--- config.mk ---
export PLATFORM = sky130hd
export DESIGN_NAME = brfm_top
export DESIGN_NICKNAME = d
export VERILOG_FILES = /design/src/rtl/brfm_pkg.sv /design/src/rtl/brfm_decode.sv /design/src/rtl/brfm_top.sv
export SDC_FILE = /design/constraint.sdc
export NUM_CORES = 2
export LEC_CHECK = 0
export ABC_AREA = 1
export BUFFER_PORTS_ARGS = -buffer_cell sky130_fd_sc_hd__buf_4
export CORE_UTILIZATION = 54
export DETAILED_ROUTE_END_ITERATION = 16
export GPL_TIMING_DRIVEN = 0
export HOLD_SLACK_MARGIN = 0.08
export PLACE_DENSITY = 0.73
export SLEW_MARGIN = 40
export SYNTH_ARGS = -nofsm -noshare
export SYNTH_HDL_FRONTEND = slang
export SYNTH_HIERARCHICAL = 1
export SYNTH_SLANG_ARGS = --single-unit
--- constraint.sdc ---
create_clock -name MCLK_IN -period 32.5 [get_ports MCLK_IN]
set_input_delay 3.25 -clock MCLK_IN [delete_from_list [all_inputs] [get_ports MCLK_IN]]
set_output_delay 3.25 -clock MCLK_IN [all_outputs]
set_load 0.02 [all_outputs]
--- src/rtl/brfm_pkg.sv ---
// package: address map, field positions and carrier types of the banked register file
package brfm_pkg;
    // data width and address width seen by the core
    localparam int BRFM_DW = 8;
    localparam int BRFM_DIR_AW = 7;
    localparam int BRFM_AW = 8;
    // bank 0 locations (low seven bits)
    localparam logic [6:0] OFS_INDIRECT_DATA_PORT = 7'h00;
    localparam logic [6:0] OFS_TIMER_COUNT = 7'h01;
    localparam logic [6:0] OFS_PROGRAM_COUNTER_LOW = 7'h02;
    localparam logic [6:0] OFS_CORE_FLAGS = 7'h03;
    localparam logic [6:0] OFS_INDIRECT_POINTER = 7'h04;
    localparam logic [6:0] OFS_PORT_PINS = 7'h05;
    localparam logic [6:0] OFS_PROGRAM_COUNTER_LATCH_HIGH = 7'h0A;
    localparam logic [6:0] OFS_INTERRUPT_CONTROL = 7'h0B;
    localparam logic [6:0] OFS_PERIPHERAL_IRQ_FLAGS = 7'h0C;
    localparam logic [6:0] OFS_CONVERSION_RESULT = 7'h1E;
    localparam logic [6:0] OFS_CONVERTER_CONTROL_A = 7'h1F;
    // bank 1 locations (full eight-bit address)
    localparam logic [7:0] OFS_OPTION_CONFIG = 8'h81;
    localparam logic [7:0] OFS_PORT_DIRECTION = 8'h85;
    localparam logic [7:0] OFS_PERIPHERAL_IRQ_ENABLE = 8'h8C;
    localparam logic [7:0] OFS_POWER_CONTROL = 8'h8E;
    localparam logic [7:0] OFS_OSCILLATOR_TRIM = 8'h8F;
    localparam logic [7:0] OFS_CONVERTER_CONTROL_B = 8'h9F;
    // general purpose ram windows
    localparam logic [7:0] GPR0_LO = 8'h20;
    localparam logic [7:0] GPR0_HI = 8'h7F;
    localparam logic [7:0] GPR1_LO = 8'hA0;
    localparam logic [7:0] GPR1_HI = 8'hBF;
    localparam logic [7:0] COMMON_LO = 8'hF0;
    localparam logic [7:0] COMMON_HI = 8'hFF;
    // bank select bit position inside core_flags
    localparam int BANK_SELECT_BIT_POS = 5;
    // storage slots: 17 sfr slots, 96 bank 0 ram, 32 bank 1 ram
    localparam int SFR_SLOTS = 17;
    localparam int GPR0_SLOTS = 96;
    localparam int GPR1_SLOTS = 32;
    localparam int SLOTS = 145;
    localparam int IDX_W = 8;
    localparam logic [7:0] IDX_GPR0 = 8'h11;
    localparam logic [7:0] IDX_GPR1 = 8'h71;
    localparam logic [7:0] IDX_NONE = 8'hFF;
    localparam logic [7:0] DATA_ZERO = 8'h00;
    localparam logic [7:0] PTR_RESET = 8'h00;
    localparam logic [7:0] FLAGS_RESET = 8'h18;
    // one core access
    typedef struct packed {
        logic rd;
        logic wr;
        logic indirect;
        logic [6:0] addr;
        logic [7:0] wdata;
    } brfm_req_s;
    // result of decoding one full address
    typedef struct packed {
        logic hit;
        logic [7:0] idx;
    } brfm_dec_s;
endpackage

--- src/rtl/brfm_decode.sv ---
// decoder: maps a full eight-bit file address to a storage slot
`timescale 1ns/1ns
module brfm_decode
    import brfm_pkg::*;
(
    // full address, bank bit on top
    input wire logic [7:0] addr_in,
    // slot and hit flag
    output brfm_dec_s dec_out
);
    // slot lookup for a full eight-bit address, bank bit on top
    function automatic logic [7:0] sfr_slot(input logic [7:0] a);
        logic [7:0] s;
        s = IDX_NONE;
        // mirrored core registers land on one slot whatever the bank
        unique case (a[6:0])
            OFS_PROGRAM_COUNTER_LOW: s = 8'h01; // RULE_07
            OFS_CORE_FLAGS: s = 8'h02; // RULE_07
            OFS_INDIRECT_POINTER: s = 8'h03; // RULE_07
            OFS_PROGRAM_COUNTER_LATCH_HIGH: s = 8'h04; // RULE_07
            OFS_INTERRUPT_CONTROL: s = 8'h05; // RULE_07
            default: s = IDX_NONE;
        endcase
        if (s == IDX_NONE && !a[7])
        begin
            // bank 0 only registers
            unique case (a[6:0])
                OFS_TIMER_COUNT: s = 8'h00;
                OFS_PORT_PINS: s = 8'h06;
                OFS_PERIPHERAL_IRQ_FLAGS: s = 8'h07;
                OFS_CONVERSION_RESULT: s = 8'h08;
                OFS_CONVERTER_CONTROL_A: s = 8'h09;
                default: s = IDX_NONE;
            endcase
        end
        else if (s == IDX_NONE)
        begin
            // bank 1 only registers
            unique case (a)
                OFS_OPTION_CONFIG: s = 8'h0A;
                OFS_PORT_DIRECTION: s = 8'h0B;
                OFS_PERIPHERAL_IRQ_ENABLE: s = 8'h0C;
                OFS_POWER_CONTROL: s = 8'h0D;
                OFS_OSCILLATOR_TRIM: s = 8'h0E;
                OFS_CONVERTER_CONTROL_B: s = 8'h0F;
                default: s = IDX_NONE;
            endcase
        end
        return s;
    endfunction

    // pure combinational decode
    always_comb
    begin
        dec_out.idx = sfr_slot(addr_in);
        if (addr_in >= GPR0_LO && addr_in <= GPR0_HI)
        begin
            // bank 0 ram, 20h..7Fh
            dec_out.idx = IDX_GPR0 + (addr_in - GPR0_LO); // RULE_08
        end
        else if (addr_in >= COMMON_LO)
        begin
            // common ram: same slot as bank 0 70h..7Fh
            dec_out.idx = IDX_GPR0 + (addr_in - COMMON_LO) + 8'h50; // RULE_06
        end
        else if (addr_in >= GPR1_LO && addr_in <= GPR1_HI)
        begin
            // bank 1 ram, A0h..BFh
            dec_out.idx = IDX_GPR1 + (addr_in - GPR1_LO); // RULE_08
        end
        // everything else stays unimplemented
        dec_out.hit = (dec_out.idx != IDX_NONE); // RULE_02
    end
endmodule

--- src/rtl/brfm_top.sv ---
// top: two-bank data register file with direct and indirect access
`timescale 1ns/1ns
// Functional notes
// RULE_01 - direct address or indirect pointer access
// RULE_02 - unimplemented locations always read zero
// RULE_03 - indirect data port has no storage
// RULE_04 - special registers are static storage cells
// RULE_05 - bank select bit picks direct bank
// RULE_06 - F0h..FFh share bank 0 70h..7Fh
// RULE_07 - core registers mirrored in both banks
// RULE_08 - ram at 20h up and A0h..BFh
module brfm_top
    import brfm_pkg::*;
(
    // clock and reset
    input wire logic MCLK_IN,
    input wire logic RESETN_IN,
    // core access request
    input wire logic RD_IN,
    input wire logic WR_IN,
    input wire logic [6:0] ADDR_IN,
    input wire logic [7:0] WDATA_IN,
    // read answer
    output logic [7:0] RDATA_OUT,
    output logic RVALID_OUT,
    // state seen by the core
    output logic [7:0] POINTER_OUT,
    output logic BANK_OUT
);
    // reset release pipeline
    logic rst_meta_reg;
    logic rst_sync_reg;
    // storage, flip-flops addressed by slot
    logic [7:0] mem_reg [SLOTS];
    logic [7:0] mem_next [SLOTS];
    // registered answer
    logic [7:0] rdata_reg, rdata_next;
    logic rvalid_reg, rvalid_next;
    // decoded request
    brfm_req_s req;
    logic [7:0] full_addr;
    brfm_dec_s dec;
    logic ind_sel;

    // async assert, two-flop release
    always_ff @(posedge MCLK_IN or negedge RESETN_IN)
    begin
        if (!RESETN_IN)
        begin
            rst_meta_reg <= 1'b0;
            rst_sync_reg <= 1'b0;
        end
        else
        begin
            rst_meta_reg <= 1'b1;
            rst_sync_reg <= rst_meta_reg;
        end
    end

    // bundle the request
    always_comb
    begin
        req.rd = RD_IN;
        req.wr = WR_IN;
        req.indirect = (ADDR_IN == OFS_INDIRECT_DATA_PORT); // RULE_03
        req.addr = ADDR_IN;
        req.wdata = WDATA_IN;
    end

    // effective address; pointer slot 3, flags slot 2
    always_comb
    begin
        ind_sel = req.indirect;
        if (ind_sel)
        begin
            // whole eight-bit pointer selects the location
            full_addr = mem_reg[3]; // RULE_01 RULE_03
        end
        else
        begin
            // direct: bank bit on top of the seven instruction bits
            full_addr = {mem_reg[2][BANK_SELECT_BIT_POS], req.addr}; // RULE_01 RULE_05
        end
    end

    // one shared decoder
    brfm_decode u_dec
    (
        .addr_in(full_addr),
        .dec_out(dec)
    );

    // next state of storage and answer
    always_comb
    begin
        for (int i = 0; i < SLOTS; i++)
        begin
            mem_next[i] = mem_reg[i]; // RULE_04
        end
        rdata_next = rdata_reg;
        rvalid_next = req.rd;
        if (req.rd)
        begin
            // a pointer aimed at the port itself has no storage, reads zero
            if (dec.hit)
            begin
                rdata_next = mem_reg[dec.idx];
            end
            else
            begin
                rdata_next = DATA_ZERO; // RULE_02 RULE_03
            end
        end
        if (req.wr && dec.hit)
        begin
            // writes to unimplemented locations are dropped
            mem_next[dec.idx] = req.wdata; // RULE_04 RULE_06 RULE_07
        end
    end

    // registers only; reset clears every storage slot, then loads the flags and pointer reset values
    always_ff @(posedge MCLK_IN or negedge rst_sync_reg)
    begin
        if (!rst_sync_reg)
        begin
            for (int i = 0; i < SLOTS; i++)
            begin
                mem_reg[i] <= DATA_ZERO;
            end
            mem_reg[2] <= FLAGS_RESET;
            mem_reg[3] <= PTR_RESET;
            rdata_reg <= DATA_ZERO;
            rvalid_reg <= 1'b0;
        end
        else
        begin
            for (int i = 0; i < SLOTS; i++)
            begin
                mem_reg[i] <= mem_next[i];
            end
            rdata_reg <= rdata_next;
            rvalid_reg <= rvalid_next;
        end
    end

    // outputs straight from flip-flops
    assign RDATA_OUT = rdata_reg;
    assign RVALID_OUT = rvalid_reg;
    assign POINTER_OUT = mem_reg[3];
    assign BANK_OUT = mem_reg[2][BANK_SELECT_BIT_POS];
endmodule

==> results.cfg <==
[floorplanning]
rows = 116
core-area_mm2 = 0.1001
ios = 37
start_util_pct = 54.55
die_w_um = 320.1
die_y_um = 320.1
dieArea_mm2 = 0.1024

[worst_setup_path]
cp.required_ns = 33.18
cp.arrival_ns = 9.14
slowest_stage = clkbuf_1
crit_type = input port to register
crit_path_frequent_cell = nand2_1
r2r-start = POINTER_OUT[0]
startpoint = ADDR_IN[1]
worstSetupEndpointType = register
crit_path_max_incr_delay_ns = 0.78
critical_path.max_fanout = 10
cp-start-kind = input port

[finish]
area_growth_pct = 12.91
nets = 7525
final_cells = 8902
drive_gt1_share_pct = 6.592
fillers = 9121
largest_reg_flops = 1151
postLayoutCoreUtil_pct = 61.59

[drt]
firstDrtPassIters = 9
drc = 0
viasPerCell = 5.957
vias = 53030
drtIter0Drc = 7614
routed_wirelength_mm = 215.2
postRouteAntennaNets = 0
routedWlPerCell_um = 24.18

[global_route]
grt_max_degree = 45
grt_antenna_before_repair = 7
grt_pass1_vias = 49130
overflow = 0
track_usage_pct = 42.09
grt_pass1_wl_mm = 317.7

[clocking]
post_cts_resized = 0
htreeDepth = 3
clk_pin_slew_ns = 0.06
cts_tree = built
clock-sinks = 1171
cts-buffers-inserted = 121
cts_setup_buffers = 0
cts_root_buffer = clkbuf_16
clk_path_buf_depth = 3
hold_buffers = 0
clkLatencyLatePin_ns = 0.76

[logic_synthesis]
syn_nets = 7305
avgSynthCellArea_um2 = 7.501
synth_area_mm2 = 0.05462
synthCells = 7282
ys_ff_latch = 1171
synth_most_common_cell = nand2_1
synth_cell_types = 36
seq_area_frac_synth_pct = 53.65
yosysTopAreaCell = dfrtp_1
ys.flop_type = dfrtp_1
synth_area_leaders = dfrtp_1 (54%), nand2_1 (27%), o21ai_0 (11%)
yosys-top-cells-count = nand2_1 (3895), dfrtp_1 (1169), o21ai_0 (1168)
synth_edf_count = 0
async_flop_share_pct = 100.0
yosysWarnings = 6
yosysTopAreaCellShare_pct = 53.55

[timing]
fin_ws_ns = 24.05
rsz0062_at_grt = false
timing.final.crit_share_pct = 26.01
timing.setup.tns_ns = 0
hold_viol_final = 0
slew_violations = 0
finClkSkew_ns = 0.03105
whs_ns = 0.2268
period_needed_ns = 8.453
tightest_slew_ns = 0.9836
max_freq_ghz = 0.1183
relSlewSlack_pct = 34.19
finalSetupViolations = 0

[power_and_ir_drop]
leakagePower_nw = 30.88
power.internal_w = 0.002580
comb_power_share_pct = 15.9
p_seq_share_pct = 45.5
vdd_ir_drop_max_mv = 0.04577
power.density_mw_per_mm2 = 60.29
switching_power_w = 0.001139
swShare_pct = 30.63
p_clk_share_pct = 38.6

[flow_run]
cap_violations = 0

[placed_design]
io_buffers = 36
place_congestion = 1.035
dpl.cell_count = 8677
dp_hpwl_mm = 151.8
place_ws_ns = 23.62

[status]
outcome = finished, final reports clean

[worst_hold_path]
worstHoldPathType = register to asynchronous set/reset pin
power by group through the flow:
stage,Combinational [W],Clock (W),Sequential [W]
global placement,0.000508,0,0.00174
floorplan,0.000311,0,0.00171
CTS,0.000566,0.00143,0.00169
detailed placement,0.000563,0,0.00171
finish,0.000592,0.00143,0.00169
global route,0.000633,0.00149,0.00170
per-layer routing:
metal	part of all wire, %	vias to the layer above	GRT usage [%]
li1	-	23500	-
met1	38	25390	55.32
met2	41	3319	59.56
met3	13	815	13.48
met4	7.9	4	28.07
met5	0.013	-	0
cell type report:
cell class	instances	area (um^2)	share of cell area, %
diodes	4	10.01	0.01623
plain buffers	494	2101	3.406
flip-flops and latches	1171	29310	47.52
clock inverters	33	451.7	0.7323
inverters	70	280.3	0.4544
well taps	1298	1624	2.633
multi-input cells	5547	23100	37.45
repair buffers	97	1232	1.998
clock buffers	188	3572	5.792
critical path: cells and delay by family:
kind,cells,cell delay (ns)
AND/OR/NAND/NOR,19,2.87
buffers and inverters,5,1.75
AO/OA/AOI/OAI,2,0.98
adder cells (fa/ha/maj),1,0.28
worst paths after layout:
kind	endpoint	cells after the start	slack (ns)
max reg2reg	RDATA_OUT[7]	25	26.83
min	mem_reg[648]	0	0.23
max in group asynchronous	rst_sync_reg	1	30.11
min in group MCLK_IN	rst_sync_reg	0	0.36
min reg2reg	mem_reg[648]	0	0.23
max	RDATA_OUT[7]	27	24.05
metrics by stage:
step           cell area (um^2)  total power [W]
6_report                  61680         0.003719
5_1_grt                   61670         0.003824
4_1_cts                   61650         0.003684
3_5_place_dp              57630         0.002274
3_3_place_gp              56520         0.002247
2_1_floorplan             54630         0.002022
cells in the final DEF, fill, tap and decap left out, types with 11 or more instances in the layout:
cell,count
clkbuf_1,363
inv_2,11
o21ai_0,1167
nor2_1,225
buf_12,31
clkinv_2,21
nand2_1,3895
clkbuf_16,123
nor3_4,16
a22oi_1,64
buf_6,24
nand3_1,128
clkbuf_8,25
buf_1,13
clkbuf_2,50
buf_2,90
buf_4,56
dfrtp_1,1168
inv_1,47
cell families (layout without fill, tap and decap cells):
kind of cell / Yosys count / after routing / share of synthesized area [%]
buffers and inverters: 564 / 882 / 4.219
AO/OA/AOI/OAI: 1244 / 1244 / 11.71
other: 1 / 5 / 0.006865
adder cells (fa/ha/maj): 4 / 4 / 0.09162
AND/OR/NAND/NOR: 4296 / 4296 / 30.29
XOR/XNOR: 2 / 2 / 0.03207
flip-flops: 1171 / 1171 / 53.65
No activity file was read; power rests on OpenSTA's default activity.
